===== config.mk =====
export PLATFORM = sky130hd
export DESIGN_NAME = master_event_status
export DESIGN_NICKNAME = d
export VERILOG_FILES = /design/src/abort_detect.v /design/src/level_sync.v /design/src/master_event_status.v
export VERILOG_INCLUDE_DIRS = /design/src /design/src/src
export SDC_FILE = /design/constraint.sdc
export NUM_CORES = 1
export LEC_CHECK = 0
export ABC_AREA = 1
export BUFFER_PORTS_ARGS = -buffer_cell sky130_fd_sc_hd__buf_2
export CORE_ASPECT_RATIO = 2
export CORE_MARGIN = 5
export CORE_UTILIZATION = 55
export CTS_CLUSTER_SIZE = 30
export DETAILED_ROUTE_END_ITERATION = 8
export PLACE_DENSITY = 0.85
export SYNTH_ARGS = -nofsm -noshare
export SYNTH_HDL_FRONTEND = slang
export SYNTH_SLANG_ARGS = --single-unit
export TNS_END_PERCENT = 100

===== constraint.sdc =====
create_clock -name ref_clk -period 4 [get_ports ref_clk]
set_clock_uncertainty 0.05 [all_clocks]
set_input_delay 0.4 -clock ref_clk [delete_from_list [all_inputs] [get_ports ref_clk]]
set_output_delay 0.4 -clock ref_clk [all_outputs]
set_load 0.05 [all_outputs]

===== src/event_status_regs.vh =====
// Purpose: Constants for the master event status block
// Assumes: Included by bare name; definitions only
// Notes:   Bit positions index the 16-bit flag vector
`ifndef EVENT_STATUS_REGS_VH
`define EVENT_STATUS_REGS_VH

// Register offset, byte address on the target port
`define MASTER_EVENT_STATUS_OFFSET 12'h008
`define MASTER_EVENT_STATUS_RESET  16'h0000
`define FLAG_COUNT                 16

// Flag positions
`define SYSTEM_ERROR_BIT            0
`define PARITY_ERROR_BIT            1
`define FRAME_CHECK_ERROR_BIT       2
`define RECEIVE_ABORT_BIT           3
`define PACKET_FORMAT_ERROR_BIT     4
`define RECEIVE_OVERRUN_BIT         5
`define SMALL_FREE_QUEUE_BIT        6
`define LARGE_FREE_QUEUE_BIT        7
`define RECEIVE_READY_QUEUE_BIT     8
`define RECEIVE_FREE_QUEUE_ERR_BIT  9
`define RECEIVE_READY_QUEUE_ERR_BIT 10
`define TRANSMIT_FREE_QUEUE_BIT     11
`define TRANSMIT_READY_QUEUE_BIT    12
`define TRANSMIT_FREE_QUEUE_ERR_BIT 13
`define TRANSMIT_COMPLETION_BIT     14
`define TRANSMIT_UNDERFLOW_BIT      15

// Receive framing figures, in bits
`define ABORT_ONES_RUN    7
`define MIN_LEN_CCITT     16'd32
`define MIN_LEN_CRC32     16'd48

`endif


===== src/abort_detect.v =====
// Purpose: Flags a run of seven or more ones on receive data
// Assumes: rx_bit qualified by rx_bit_valid, same clock
// Notes:   One pulse per run, however long the run lasts
`timescale 1ns/1ns
`default_nettype none
`include "event_status_regs.vh"

module abort_detect (
    // Clock and reset
    input  wire ref_clk,
    input  wire rst,
    // Received bit stream
    input  wire rx_bit,
    input  wire rx_bit_valid,
    // Abort event
    output reg  abort_pulse
);

    reg [2:0] ones_reg;

    always @(posedge ref_clk) begin
        if (rst) begin
            ones_reg    <= 3'h0;
            abort_pulse <= 1'b0;
        end else begin
            abort_pulse <= 1'b0;
            if (rx_bit_valid) begin
                if (!rx_bit) begin
                    ones_reg <= 3'h0;
                end else if (ones_reg != 3'h7) begin
                    // Saturate so a long run fires once
                    ones_reg <= ones_reg + 3'h1;
                    if (ones_reg == (`ABORT_ONES_RUN - 1))
                        abort_pulse <= 1'b1;
                end
            end
        end
    end

endmodule // abort_detect

`default_nettype wire


===== src/level_sync.v =====
// Purpose: Two-flop synchroniser for a level from a pin
// Assumes: Input is asynchronous to ref_clk
// Notes:   First stage feeds only the second stage
`timescale 1ns/1ns
`default_nettype none

module level_sync (
    // Clock and reset
    input  wire ref_clk,
    input  wire rst,
    // Level in and out
    input  wire async_in,
    output reg  sync_out
);

    reg meta_reg;

    always @(posedge ref_clk) begin
        if (rst) begin
            meta_reg <= 1'b0;
            sync_out <= 1'b0;
        end else begin
            meta_reg <= async_in;
            sync_out <= meta_reg;
        end
    end

endmodule // level_sync

`default_nettype wire


===== src/master_event_status.v =====
// Purpose: Master event status word, clear on read, host interrupt
// Assumes: Event inputs are one-cycle pulses on ref_clk, except
//          the target parity error pin, which is asynchronous
// Notes:   Enables come from the enable register outside this block
//          Read data answers in the cycle after the taking edge and holds until the next read
//          Writes to the word are ignored; only reads clear it
//          Upper half of the word always reads as zero
//          Counter thresholds of zero act as one
`timescale 1ns/1ns
`default_nettype none
`include "event_status_regs.vh"

module master_event_status #(
    parameter COUNT_WIDTH = 8
) (
    // Clock and reset
    input  wire                     ref_clk,
    input  wire                     rst,
    // Target register port
    input  wire                     tgt_access,
    input  wire                     tgt_read,
    input  wire [11:0]              tgt_addr,
    input  wire [3:0]               byte_enable_lanes_n,
    output reg  [31:0]              tgt_rdata,
    output reg                      tgt_rvalid,
    // Interrupt enables and host interrupt
    input  wire [15:0]              interrupt_enable,
    output reg                      host_interrupt_out,
    output reg                      host_interrupt_oe,
    output reg  [15:0]              pending_flags,
    // Bus error events
    input  wire                     addr_parity_err,
    input  wire                     special_cycle_parity_err,
    input  wire                     master_abort_rcvd,
    input  wire                     target_abort_det,
    input  wire                     master_data_parity_err,
    input  wire                     target_parity_err_pin,
    // Receive framing
    input  wire                     rx_bit,
    input  wire                     rx_bit_valid,
    input  wire                     rx_frame_end,
    input  wire                     rx_fcs_ok,
    input  wire [15:0]              rx_len_bits,
    input  wire                     rx_crc32,
    input  wire [15:0]              max_len_bits,
    input  wire                     rx_fifo_write,
    input  wire                     rx_fifo_full,
    // Descriptor queues
    input  wire [5*COUNT_WIDTH-1:0] queue_threshold,
    input  wire                     small_free_fetch,
    input  wire                     large_free_fetch,
    input  wire                     rx_ref_request,
    input  wire                     small_free_empty,
    input  wire                     large_free_empty,
    input  wire                     ready_queue_write,
    input  wire                     ready_queue_full,
    input  wire                     tx_free_write,
    input  wire                     tx_free_full,
    input  wire                     tx_ready_fetch,
    // Transmit side
    input  wire                     tx_packet_done,
    input  wire                     completion_notify_flag,
    input  wire                     tx_fifo_read,
    input  wire                     tx_fifo_empty
);

    localparam Q_SMALL    = 0;
    localparam Q_LARGE    = 1;
    localparam Q_RDY      = 2;
    localparam Q_TX_FREE  = 3;
    localparam Q_TX_READY = 4;

    reg  [15:0]            flags_reg;
    reg  [15:0]            flags_next;
    reg  [15:0]            set_vec;
    reg  [COUNT_WIDTH-1:0] queue_cnt_reg [0:4];
    reg  [COUNT_WIDTH-1:0] queue_cnt_next [0:4];
    reg  [4:0]             queue_event;
    reg  [4:0]             queue_hit;
    reg                    packet_bad;
    reg                    read_hit;
    wire                   target_parity_sync;
    wire                   abort_pulse;
    integer                q;
    integer                r;

    // Advance a count; report when the programmed number is reached
    function [COUNT_WIDTH:0] count_step;
        input [COUNT_WIDTH-1:0] cnt;
        input [COUNT_WIDTH-1:0] thr;
        reg   [COUNT_WIDTH-1:0] inc;
        begin
            inc = cnt + {{(COUNT_WIDTH-1){1'b0}}, 1'b1};
            // A threshold of zero behaves as one
            if (inc >= thr)
                count_step = {1'b1, {COUNT_WIDTH{1'b0}}};
            else
                count_step = {1'b0, inc};
        end
    endfunction

    // Level of the host interrupt for a flag vector and its enables
    function any_enabled;
        input [15:0] flags;
        input [15:0] enables;
        begin
            any_enabled = |(flags & enables);
        end
    endfunction

    // Parity pin is asynchronous; two flops before any logic
    level_sync u_perr_sync (
        .ref_clk  (ref_clk),
        .rst      (rst),
        .async_in (target_parity_err_pin),
        .sync_out (target_parity_sync)
    );

    // Run counter sits on the raw bit stream, before framing
    abort_detect u_abort (
        .ref_clk      (ref_clk),
        .rst          (rst),
        .rx_bit       (rx_bit),
        .rx_bit_valid (rx_bit_valid),
        .abort_pulse  (abort_pulse)
    );

    // Named views of the flag register
    wire                   system_error_flag = flags_reg[`SYSTEM_ERROR_BIT];
    wire                   parity_error_flag = flags_reg[`PARITY_ERROR_BIT];
    wire                   frame_check_error_flag = flags_reg[`FRAME_CHECK_ERROR_BIT];
    wire                   receive_abort_flag = flags_reg[`RECEIVE_ABORT_BIT];
    wire                   packet_format_error_flag = flags_reg[`PACKET_FORMAT_ERROR_BIT];
    wire                   receive_overrun_flag = flags_reg[`RECEIVE_OVERRUN_BIT];
    wire                   small_free_queue_flag = flags_reg[`SMALL_FREE_QUEUE_BIT];
    wire                   large_free_queue_flag = flags_reg[`LARGE_FREE_QUEUE_BIT];
    wire                   receive_ready_queue_flag = flags_reg[`RECEIVE_READY_QUEUE_BIT];
    wire                   receive_free_queue_error_flag = flags_reg[`RECEIVE_FREE_QUEUE_ERR_BIT];
    wire                   receive_ready_queue_error_flag = flags_reg[`RECEIVE_READY_QUEUE_ERR_BIT];
    wire                   transmit_free_queue_flag = flags_reg[`TRANSMIT_FREE_QUEUE_BIT];
    wire                   transmit_ready_queue_flag = flags_reg[`TRANSMIT_READY_QUEUE_BIT];
    wire                   transmit_free_queue_error_flag = flags_reg[`TRANSMIT_FREE_QUEUE_ERR_BIT];
    wire                   transmit_completion_flag = flags_reg[`TRANSMIT_COMPLETION_BIT];
    wire                   transmit_underflow_flag = flags_reg[`TRANSMIT_UNDERFLOW_BIT];

    // Word as the host sees it, bit 15 first
    wire [15:0]            status_word = {transmit_underflow_flag, transmit_completion_flag,
                                          transmit_free_queue_error_flag, transmit_ready_queue_flag,
                                          transmit_free_queue_flag, receive_ready_queue_error_flag,
                                          receive_free_queue_error_flag, receive_ready_queue_flag,
                                          large_free_queue_flag, small_free_queue_flag,
                                          receive_overrun_flag, packet_format_error_flag,
                                          receive_abort_flag, frame_check_error_flag,
                                          parity_error_flag, system_error_flag};

    // Shortest legal frame depends on the CRC in use
    wire [15:0]            min_len_bits = rx_crc32 ? `MIN_LEN_CRC32 : `MIN_LEN_CCITT;

    // Register decode
    always @* begin
        // Lane selection is not supported, only all-negated matters
        // Writes and other offsets fall through and clear nothing
        read_hit = tgt_access && tgt_read && (tgt_addr == `MASTER_EVENT_STATUS_OFFSET)
                   && (byte_enable_lanes_n != 4'hf);
    end

    // Packet format check at frame end
    always @* begin
        packet_bad = 1'b0;
        // Longer than the programmed maximum
        if (rx_len_bits > max_len_bits)
            packet_bad = 1'b1;
        // Below the shortest frame the CRC mode allows
        if (rx_len_bits < min_len_bits)
            packet_bad = 1'b1;
        // Not a whole number of octets
        if (rx_len_bits[2:0] != 3'h0)
            packet_bad = 1'b1;
    end

    // Descriptor queue notification counters
    always @* begin
        queue_event[Q_SMALL]    = small_free_fetch;
        queue_event[Q_LARGE]    = large_free_fetch;
        // Refused writes are errors, not progress, so they do not count
        queue_event[Q_RDY]      = ready_queue_write && !ready_queue_full;
        queue_event[Q_TX_FREE]  = tx_free_write && !tx_free_full;
        queue_event[Q_TX_READY] = tx_ready_fetch;
        queue_hit = 5'h00;
        for (q = 0; q < 5; q = q + 1) begin
            queue_cnt_next[q] = queue_cnt_reg[q];
            if (queue_event[q]) begin
                {queue_hit[q], queue_cnt_next[q]} =
                    count_step(queue_cnt_reg[q], queue_threshold[q*COUNT_WIDTH +: COUNT_WIDTH]);
            end
        end
    end

    always @(posedge ref_clk) begin
        // Own loop index; sharing q with the decode process races
        if (rst) begin
            for (r = 0; r < 5; r = r + 1)
                queue_cnt_reg[r] <= {COUNT_WIDTH{1'b0}};
        end else begin
            for (r = 0; r < 5; r = r + 1)
                queue_cnt_reg[r] <= queue_cnt_next[r];
        end
    end

    // Event sources; set regardless of any enable
    always @* begin
        set_vec = 16'h0000;
        // Bus errors
        set_vec[`SYSTEM_ERROR_BIT] = addr_parity_err || special_cycle_parity_err
                                     || master_abort_rcvd || target_abort_det;
        set_vec[`PARITY_ERROR_BIT] = master_data_parity_err || target_parity_sync;
        // Receive framing and FIFO
        set_vec[`FRAME_CHECK_ERROR_BIT] = rx_frame_end && !rx_fcs_ok;
        set_vec[`RECEIVE_ABORT_BIT] = abort_pulse;
        set_vec[`PACKET_FORMAT_ERROR_BIT] = rx_frame_end && packet_bad;
        set_vec[`RECEIVE_OVERRUN_BIT] = rx_fifo_write && rx_fifo_full;
        // Descriptor queues
        set_vec[`SMALL_FREE_QUEUE_BIT] = queue_hit[Q_SMALL];
        set_vec[`LARGE_FREE_QUEUE_BIT] = queue_hit[Q_LARGE];
        set_vec[`RECEIVE_READY_QUEUE_BIT] = queue_hit[Q_RDY];
        set_vec[`RECEIVE_FREE_QUEUE_ERR_BIT] = rx_ref_request && small_free_empty
                                               && large_free_empty;
        set_vec[`RECEIVE_READY_QUEUE_ERR_BIT] = ready_queue_write && ready_queue_full;
        set_vec[`TRANSMIT_FREE_QUEUE_BIT] = queue_hit[Q_TX_FREE];
        set_vec[`TRANSMIT_READY_QUEUE_BIT] = queue_hit[Q_TX_READY];
        set_vec[`TRANSMIT_FREE_QUEUE_ERR_BIT] = tx_free_write && tx_free_full;
        // Transmit side
        set_vec[`TRANSMIT_COMPLETION_BIT] = tx_packet_done && completion_notify_flag;
        set_vec[`TRANSMIT_UNDERFLOW_BIT] = tx_fifo_read && tx_fifo_empty;
    end

    // Clear on read; a set in the same cycle survives the clear
    always @* begin
        flags_next = (read_hit ? 16'h0000 : flags_reg) | set_vec;
    end

    always @(posedge ref_clk) begin
        if (rst) begin
            flags_reg <= `MASTER_EVENT_STATUS_RESET;
        end else begin
            flags_reg <= flags_next;
        end
    end

    // Read answer one cycle after the request
    always @(posedge ref_clk) begin
        if (rst) begin
            tgt_rdata  <= 32'h0000_0000;
            tgt_rvalid <= 1'b0;
        end else begin
            tgt_rvalid <= read_hit;
            if (read_hit)
                // Upper half carries no flags and reads as zero
                tgt_rdata <= {16'h0000, status_word};
        end
    end

    // Open-drain host interrupt, low when driven
    always @(posedge ref_clk) begin
        if (rst) begin
            host_interrupt_out <= 1'b0;
            host_interrupt_oe  <= 1'b0;
            pending_flags      <= 16'h0000;
        end else begin
            host_interrupt_out <= 1'b0;
            // Follows flags_next so the pin moves with pending_flags
            host_interrupt_oe  <= any_enabled(flags_next, interrupt_enable);
            pending_flags      <= flags_next;
        end
    end

endmodule // master_event_status

`default_nettype wire

Word level (Yosys, flattened, before mapping)
Memory sizes are Yosys's and may differ from the RTL's. Index checks and enable logic that the tools add are counted. Widths: inputs -> output; s select.

Word-level logic and storage cells: 93. Flip-flop bits (word level): 40. Output and inout bits: 51. Input port bits: 135. Memories kept: 1. Bits in writable memories: 40.

Memory list: queue_cnt_reg (words 5, bits a word 8, read ports 5, clocked after memory_dff 0, wr ports 5, line master_event_status.v:76) `reg [COUNT_WIDTH-1:0] queue_cnt_reg [0:4];`.

Reduce and logical (&&, ||, !) cells: 25. Add/subtract/negate cells: 6. Order comparisons: 7. Multiplexer cells: 31. Eq/ne operators: 5. Bitwise operators: 10.

Operators with widths (number): $mux 8 (10); $mux 9 (5); $add 8x1->8 const B (5); $ge 8x8->1 (5); $and 16x16->16 (1); $gt 16x16->1 (1); $lt 16x6->1 (1); $mux 16 (1); $or 16x16->16 (1); $reduce_or 16->1 (1); $logic_and 1x1->1 (14); $eq 12x4->1 const B (1); $mux 1 (12); $mux 3 (2); $mux 5 (1); $or 1x1->1 (5); $logic_or 1x1->1 (4); $ne 4x4->1 const B (1); $reduce_or 4->1 (1); $add 3x1->3 const B (1); $eq 3x3->1 const B (1); $logic_not 1->1 (3); $ne 3x3->1 const B (1); $not 1->1 (3); other kinds (3) (3).

Logic depth before layout (Yosys ltp)
Gate-level depths: netlist of the first run.

Word-level depth: 8. Gate-level depth with buffers: 18. Gate-level depth less buffers: 18.

By module
A second synthesis of the first run with hierarchy kept.

Cell total of the unflattened synthesis: 728. Area, all modules: 5218.8 um^2.

By module, submodules not included: master_event_status (area an instance 4946.0 um^2, times used 1, cells each 692, seq. area each 1481.4 um^2); abort_detect (area an instance 217.7 um^2, times used 1, cells each 30, seq. area each 80.1 um^2); level_sync (area an instance 55.1 um^2, times used 1, cells each 6, seq. area each 40.0 um^2).

Least setup slack after synthesis of the first run
No wires, ideal clock.

Kind: register -> register. Start point: memory queue_cnt_reg[1][0], in the netlist queue_cnt_reg[0][8]. End point: memory queue_cnt_reg[1][3], in the netlist queue_cnt_reg[0][11]. Arrival: 2139 ps. Clock period less this slack: 2260 ps. Required time: 3879 ps. Path buffers: 0. Stages on the path, launching flop included: 13. Setup slack: 1740 ps. Setup time: 71 ps. Path through: dfxtp_1 -> nand3_1 -> nand3b_1 -> nand3b_1 -> xnor2_1 -> ha_1 -> nand2_1 -> nor2_1 -> a211oi_1 -> nand3_1 -> nor2_1 -> nand2_1 -> a21oi_1.

RTL lines (line): start: declaration (master_event_status.v:76).

==> Flow_metrics.wiki, run 1 <==
{| class="wikitable"
! Metric !! Value
|-
| Drc violations || 0
|-
| Wire length of the first global-routing pass || 21090 um
|-
| WP data arrival || 2.89 ns
|-
| LEAKAGE || 0.003473 uW
|-
| Std-Cell Core Area || 9321 sq um
|-
| H-tree levels || 3
|-
| Number of flops mapped to enable cells by yosys || 0
|-
| Die area || 11610 sq um
|-
| Total of cells resized after clock tree synthesis || 0
|-
| Final Slew Violations || 0
|-
| Slew headroom || 53.27%
|-
| Min cycle time layout || 2.674 ns
|-
| First-pass DRT Iterations || 4
|-
| Final worst-path cycle share || 66.84%
|-
| Initial antenna violation count || 1
|-
| Routability-driven placement congestion ratio || 0.8911
|-
| Vias || 5086
|-
| Max Freq || 374.0 MHz
|-
| Number of distinct library cells after synthesis || 33
|-
| Worst Hold Path Cells || 3
|-
| Most area-consuming cells after synthesis || sky130_fd_sc_hd__dfxtp_1, sky130_fd_sc_hd__ha_1, sky130_fd_sc_hd__nand2_1, sky130_fd_sc_hd__inv_1, sky130_fd_sc_hd__a21oi_1
|-
| Clock slew at the register clock pins of the worst setup and hold paths || 0.06 ns
|-
| Die span in y || 147.5 um
|-
| CP Data Required Time || 4.21 ns
|-
| Combined global-route utilization of all metal layers || 22.39%
|-
| Predominant post-synthesis flop cell || sky130_fd_sc_hd__dfxtp_1
|-
| Filler Cell Count || 836
|-
| Cts-stage hold buffer count || 0
|-
| WL final || 12870 um
|-
| Initial detailed-routing violation count || 139
|-
| Launching element type of the critical path || flip-flop
|-
| Synthesized area divided by synthesized cell count || 7.200 sq um
|-
| Number of buffers between clock root and the deepest sink || 2
|-
| Count of input and output buffers || 168
|-
| Critical path capture point type || flip-flop
|-
| Largest register FFs || 40
|-
| Cell taking the most area after synthesis || sky130_fd_sc_hd__dfxtp_1
|-
| Site row count || 50
|-
| CTS tree || built
|-
| Via count of the first global-routing pass || 5065
|-
| Pwr dens || 317.5 nW/um^2
|-
| Number of hold violations in the final report || 0
|-
| Crit path max fanout || 8
|-
| Post-CTS Setup Bufs || 0
|-
| Worst slew pin tran || 0.6984 ns
|-
| Synthesis-to-finish area growth || 22.89%
|-
| Number of cell instances on the worst register-to-register path || 12
|-
| Unrepaired setup endpoints after global routing || false
|-
| Clock net sink count || 80
|-
| Grt ovf || 0
|-
| Final ANT Viol Nets || 0
|-
| Clock insertion delay at the later pin of the skew report || 0.33 ns
|-
| Total Nets Final || 1089
|-
| X dimension of the die || 78.75 um
|-
| Total setup violations reported at the end of the flow || 0
|-
| Post-synthesis cell count || 722
|-
| Outcome || finished, final reports clean
|-
| Via density per instance || 5.086
|-
| Total of flip-flops plus latches after synthesis || 80
|-
| Maximum number of pins on one net before global-route repair || 50
|-
| HP Class || primary input to flip-flop
|-
| Initial Utilization || 55.77%
|-
| Smallest setup slack after layout || 1.326 ns
|-
| Worst setup slack after placement || 1.381 ns
|-
| HPWL after detailed placement || 10620 um
|-
| Routed wire length per instance || 12.87 um
|-
| Cell area after technology mapping || 5199 sq um
|-
| Aggregate negative setup slack || 0 ns
|-
| Total power || 2029 uW
|-
| Master cell of the clock root buffer || sky130_fd_sc_hd__clkbuf_16
|-
| Sequential area share after synthesis || 30.81%
|-
| Portion of synthesized cell area occupied by the leading cell type || 30.81%
|-
| VDD IR max || 202.8 uV
|-
| Max-cap violation count || 0
|-
| Number of buffers inserted during clock tree synthesis || 9
|-
| WS Path Type || flip-flop to flip-flop
|-
| Post-route worst hold slack || 0.2246 ns
|-
| Fraction of final layout cells sized beyond drive strength 1 || 21.45%
|-
| Placed Instance Area || 6065 sq um
|-
| Post-layout instance area || 6389 sq um
|-
| Number of top-level pins || 186
|-
| Post-synth ARST share || 0%
|-
| Warnings from Yosys || 0
|}
-- path summary, 6_finish.rpt --
path                                            start              endpoint  slack (ns)
worst max-delay path             queue_cnt_reg[0][10]  queue_cnt_reg[0][15]        1.33
worst min-delay path            target_parity_err_pin  u_perr_sync.meta_reg        0.22
worst max register to register   queue_cnt_reg[0][10]  queue_cnt_reg[0][15]        1.33
worst min register to register   u_perr_sync.meta_reg  u_perr_sync.sync_out        0.35
-- layout make-up --
| type | instances | area [sq um] | area share (%) |
|---|---|---|---|
| antenna | 1 | 2.502 | 0.03917 |
| clock buffer | 10 | 239.0 | 3.741 |
| clock inverter | 6 | 82.58 | 1.293 |
| inverter | 121 | 454.2 | 7.109 |
| multi-input combinational | 508 | 3023 | 47.32 |
| sequential | 80 | 1602 | 25.07 |
| tap | 104 | 130.1 | 2.037 |
| timing repair buffer | 170 | 855.8 | 13.40 |
-- synthesized netlist by cell type, drive strengths merged, types with 5 or more instances --
cell    number
a21oi       89
a22oi        9
buf         18
clkbuf      11
dfxtp       80
ha          64
inv        121
nand2      157
nand3       25
nand3b      15
nand4        9
nor2        43
nor4         5
o21a         8
o21ai       24
xnor2       12
xor2        20
-- cells by family after synthesis --
group	share of synthesized area, %
AOI/OAI and AO/OA	14.20
adders and majority gates	15.40
xor gates and xnor gates	5.391
and+or+nand+nor	21.93
buffers and inverters	12.20
DFF	30.81
other	0.07213
-- worst max-delay path, cell delays in order (launching register included) --
cell and delay, ns:
sky130_fd_sc_hd__dfxtp_1 0.39, sky130_fd_sc_hd__nand3_1 0.13, sky130_fd_sc_hd__nand3b_1 0.21, sky130_fd_sc_hd__nand3b_1 0.19, sky130_fd_sc_hd__xnor2_1 0.20, sky130_fd_sc_hd__ha_1 0.27, sky130_fd_sc_hd__nand2_1 0.09, sky130_fd_sc_hd__nor2_1 0.05
sky130_fd_sc_hd__a211oi_1 0.18, sky130_fd_sc_hd__nand3_1 0.12, sky130_fd_sc_hd__nor2_1 0.46, sky130_fd_sc_hd__a22oi_1 0.14, sky130_fd_sc_hd__nor2_1 0.12
-- cell usage in the layout, fill, tap and decap left out, types with 2 or more instances in the layout --
cell,Yosys,layout
sky130_fd_sc_hd__dfxtp_1,80,80
sky130_fd_sc_hd__buf_4,17,2
sky130_fd_sc_hd__buf_2,0,168
sky130_fd_sc_hd__clkinv_2,0,3
sky130_fd_sc_hd__xor2_1,20,20
sky130_fd_sc_hd__inv_1,121,121
sky130_fd_sc_hd__o21a_1,8,8
sky130_fd_sc_hd__nand4_1,9,9
sky130_fd_sc_hd__nor2_1,41,41
sky130_fd_sc_hd__nor4_1,5,5
sky130_fd_sc_hd__a21oi_1,89,89
sky130_fd_sc_hd__o21ai_0,24,24
sky130_fd_sc_hd__nand3_1,24,24
sky130_fd_sc_hd__nor3_1,3,3
sky130_fd_sc_hd__nand3b_1,15,15
sky130_fd_sc_hd__bufinv_16,0,2
sky130_fd_sc_hd__nand2_1,154,154
sky130_fd_sc_hd__xnor2_1,12,12
sky130_fd_sc_hd__a22oi_1,9,9
sky130_fd_sc_hd__nand2_2,2,2
sky130_fd_sc_hd__conb_1,1,17
sky130_fd_sc_hd__clkbuf_16,0,9
sky130_fd_sc_hd__ha_1,64,64
-- per-stage QoR --
step,instances,utilization (%)
after floorplan,738,-
after global placement,983,65.06
after detailed placement,983,65.06
after CTS,999,68.51
after global routing,1000,68.54
final,1000,68.54
-- metal layers --
| layer | vias up | GRT usage [%] | share of wire, % |
|---|---|---|---|
| li1 | 2647 | - | - |
| met1 | 2232 | 21.84 | 35 |
| met5 | - | 0 | 0 |
| met4 | 0 | 12.17 | 3.8 |
| met3 | 33 | 4.085 | 6.0 |
| met2 | 174 | 42.84 | 55 |
-- report_power, final --
group          switching, uW  leakage, uW  internal, uW
Combinational            206      0.00266           123
Sequential              15.3     0.000650           815
Clock                    310     0.000158           560
Total                    531      0.00347          1500
Power figures use the tool's default switching activity.
==> run 2: changes to the inputs <==
--- a/config.mk
+++ b/config.mk
@@ -10,10 +10,10 @@
 export BUFFER_PORTS_ARGS = -buffer_cell sky130_fd_sc_hd__buf_2
 export CORE_ASPECT_RATIO = 2
 export CORE_MARGIN = 5
-export CORE_UTILIZATION = 55
+export CORE_UTILIZATION = 51
 export CTS_CLUSTER_SIZE = 30
 export DETAILED_ROUTE_END_ITERATION = 8
-export PLACE_DENSITY = 0.85
+export PLACE_DENSITY = 0.8
 export SYNTH_ARGS = -nofsm -noshare
 export SYNTH_HDL_FRONTEND = slang
 export SYNTH_SLANG_ARGS = --single-unit
==> constraint.sdc (replaced) <==
create_clock -name ref_clk -period 2.65 [get_ports ref_clk]
set_clock_uncertainty 0.05 [all_clocks]
set_input_delay 0.265 -clock ref_clk [delete_from_list [all_inputs] [get_ports ref_clk]]
set_output_delay 0.265 -clock ref_clk [all_outputs]
set_load 0.05 [all_outputs]
==> run 2 against run 1 <==
Compared with the run above:
- combinational power is 52% higher
- critical path depth is 2 higher
- power is 44% higher
- flip-flop and latch count stayed put
- setup slack worse by 1.1 ns
- global-route usage is 1.5 points lower
- register-to-register slack worse by 1.1 ns
- die area is 7.1% higher
- sequential power is 51% higher
- wire length is 1.0% higher
- non-clock buffer count is 5 higher
==> Flow_metrics.wiki, run 2 (same netlist as run 1, synthesis figures left out) <==
{| class="wikitable"
! Metric !! Value
|-
| Largest register FFs || 40 (unchanged)
|-
| Cts-stage hold buffer count || 0 (unchanged)
|-
| Commonest cells after routing, fill and taps aside || sky130_fd_sc_hd__buf_2, sky130_fd_sc_hd__nand2_1, sky130_fd_sc_hd__inv_1, sky130_fd_sc_hd__a21oi_1, sky130_fd_sc_hd__dfxtp_1 (unchanged)
|-
| Routed wire length per instance || 12.56 um (was 12.87 um)
|-
| Number of hold violations in the final report || 0 (unchanged)
|-
| Initial Utilization || 51.55% (was 55.77%)
|-
| Final worst-path cycle share || 92.80% (was 66.84%)
|-
| Total Nets Final || 1094 (was 1089)
|-
| WL final || 13000 um (was 12870 um)
|-
| X dimension of the die || 81.39 um (was 78.75 um)
|-
| Std-Cell Core Area || 10080 sq um (was 9321 sq um)
|-
| Number of top-level pins || 186 (unchanged)
|-
| Fraction of final layout cells sized beyond drive strength 1 || 23.67% (was 21.45%)
|-
| LEAKAGE || 0.003530 uW (was 0.003473 uW)
|-
| Total setup violations reported at the end of the flow || 0 (unchanged)
|-
| Aggregate negative setup slack || 0 ns (unchanged)
|-
| Site row count || 52 (was 50)
|-
| Via count of the first global-routing pass || 5012 (was 5065)
|-
| Die span in y || 152.8 um (was 147.5 um)
|-
| Synthesis-to-finish area growth || 24.77% (was 22.89%)
|-
| Number of buffers between clock root and the deepest sink || 2 (unchanged)
|-
| Pwr dens || 450.0 nW/um^2 (was 317.5 nW/um^2)
|-
| VDD IR max || 313.5 uV (was 202.8 uV)
|-
| CP Data Required Time || 2.80 ns (was 4.21 ns)
|-
| Worst slew pin tran || 0.6037 ns (was 0.6984 ns)
|-
| Vias || 5075 (was 5086)
|-
| Crit path max fanout || 5 (was 8)
|-
| Commonest non-fill, non-tap cell in the layout || sky130_fd_sc_hd__buf_2 (unchanged)
|-
| HPWL after detailed placement || 10600 um (was 10620 um)
|-
| Routability-driven placement congestion ratio || 0.8617 (was 0.8911)
|-
| Final Slew Violations || 0 (unchanged)
|-
| Post-route worst hold slack || 0.08051 ns (was 0.2246 ns)
|-
| Min cycle time layout || 2.459 ns (was 2.674 ns)
|-
| Count of input and output buffers || 168 (unchanged)
|-
| Slowest library cell on the worst path || sky130_fd_sc_hd__dfxtp_1 (was sky130_fd_sc_hd__nor2_1)
|-
| Initial detailed-routing violation count || 143 (was 139)
|-
| Die area || 12430 sq um (was 11610 sq um)
|-
| Post-CTS Setup Bufs || 0 (unchanged)
|-
| Drc violations || 0 (unchanged)
|-
| Grt ovf || 0 (unchanged)
|-
| Via density per instance || 4.903 (was 5.086)
|-
| Master cell of the clock root buffer || sky130_fd_sc_hd__clkbuf_16 (unchanged)
|-
| Max-cap violation count || 0 (unchanged)
|-
| Slew headroom || 59.71% (was 53.27%)
|-
| Maximum number of pins on one net before global-route repair || 50 (unchanged)
|-
| WP data arrival || 2.61 ns (was 2.89 ns)
|-
| CTS tree || built (unchanged)
|-
| HP Class || primary input to flip-flop (unchanged)
|-
| Wire length of the first global-routing pass || 20560 um (was 21090 um)
|-
| Outcome || finished, final reports clean (unchanged)
|-
| Count of buffer and inverter cells on the critical path || 0 (unchanged)
|-
| Critical path capture point type || flip-flop (unchanged)
|-
| Clock net sink count || 80 (unchanged)
|-
| Max Freq || 406.6 MHz (was 374.0 MHz)
|-
| Final ANT Viol Nets || 0 (unchanged)
|-
| First-pass DRT Iterations || 4 (unchanged)
|-
| WS Path Type || flip-flop to flip-flop (unchanged)
|-
| Filler Cell Count || 959 (was 836)
|-
| Combined global-route utilization of all metal layers || 20.86% (was 22.39%)
|-
| Initial antenna violation count || 0 (was 1)
|-
| Biggest cell delay along the critical path || 0.41 ns (was 0.46 ns)
|-
| Number of buffers inserted during clock tree synthesis || 9 (unchanged)
|-
| Number of antenna diodes || 0 (was 1)
|-
| Clock slew at the register clock pins of the worst setup and hold paths || 0.06 ns (about the same)
|-
| Chain of cells forming the critical path || nand3_1, nand3b_1, nand3b_1, xnor2_1, ha_1, a21oi_1, o21a_1, nand3_1, nand2_1, nand2_1, nand2_1, nand3_1, nor2_1, nor2_1 (was nand3_1, nand3b_1, nand3b_1, xnor2_1, ha_1, nand2_1, nor2_1, a211oi_1, nand3_1, nor2_1, a22oi_1, nor2_1)
|-
| Clock insertion delay at the later pin of the skew report || 0.33 ns (about the same)
|-
| Launching element type of the critical path || flip-flop (unchanged)
|-
| CP delay by family, top || simple AND/OR/NAND/NOR gates (unchanged)
|-
| H-tree levels || 3 (unchanged)
|}
-- run 2: changes by cell type in the layout (fill, tap and decap cells not counted), moves of 2 or more --
cell / change
sky130_fd_sc_hd__xnor2_1: -5
sky130_fd_sc_hd__bufinv_16: -2
sky130_fd_sc_hd__xnor2_2: +5
sky130_fd_sc_hd__dfxtp_4: +2
sky130_fd_sc_hd__buf_4: +5
sky130_fd_sc_hd__dfxtp_1: -9
sky130_fd_sc_hd__dfxtp_2: +7
-- run 2: what timing repair did --
| action | CTS | global route |
|---|---|---|
| setup endpoints to repair | 0 | 3 |
| hold endpoints to repair | 0 | 0 |
| resized for setup | 0 | 18 |
-- run 2: cell type report --
class	instances	area [sq um]	area share (%)
Clock buffer	11	252.7	3.897
Clock inverter	5	31.28	0.4823
Inverter	121	454.2	7.002
Multi-Input combinational cell	508	3068	47.30
Sequential cell	80	1618	24.94
Tap cell	135	168.9	2.604
Timing Repair Buffer	175	893.4	13.77
-- run 2: power by group --
group          internal (uW)  leakage, uW  total, uW  switching, uW
combinational            191      0.00273        501            309
clock                    682     0.000141       1160            483
sequential              1230     0.000654       1250           23.6
-- run 2: worst paths after layout --
check	end	cells past startpoint	slack (ns)	from
hold / removal	u_perr_sync.meta_reg	3	0.08	target_parity_err_pin
hold reg to reg	u_perr_sync.sync_out	2	0.36	u_perr_sync.meta_reg
setup reg to reg	host_interrupt_oe	14	0.19	queue_cnt_reg[0][32]
setup / recovery	host_interrupt_oe	14	0.19	queue_cnt_reg[0][32]
-- run 2: per-layer routing --
metal  routed length, um  global-route usage, %  vias to the layer above  share of wire, %
met5                   0                      0                        -                 0
met3                 803                  4.024                       22               6.2
met4                 353                  9.589                        0               2.7
met1                4598                  19.83                     2254                35
met2                7245                  40.31                      151                56
li1                    -                      -                     2648                 -
-- run 2: stage by stage --
step	instances	cell area [sq um]	util [%]	total power [uW]	setup WS, ns
floorplan	738	5259	-	1613	0.3902
global placement	1019	6141	60.89	1772	0.2074
detailed placement	1019	6141	60.89	1782	0.1675
CTS	1035	6425	63.71	2959	0.1604
global route	1035	6486	64.32	3073	-0.09235
finish	1035	6486	64.32	2919	0.1908
-- run 2: worst min-delay path, stage by stage --
cell	delay [ns]
sky130_fd_sc_hd__buf_2	0.07
sky130_fd_sc_hd__inv_1	0.03
sky130_fd_sc_hd__nor2_1	0.06
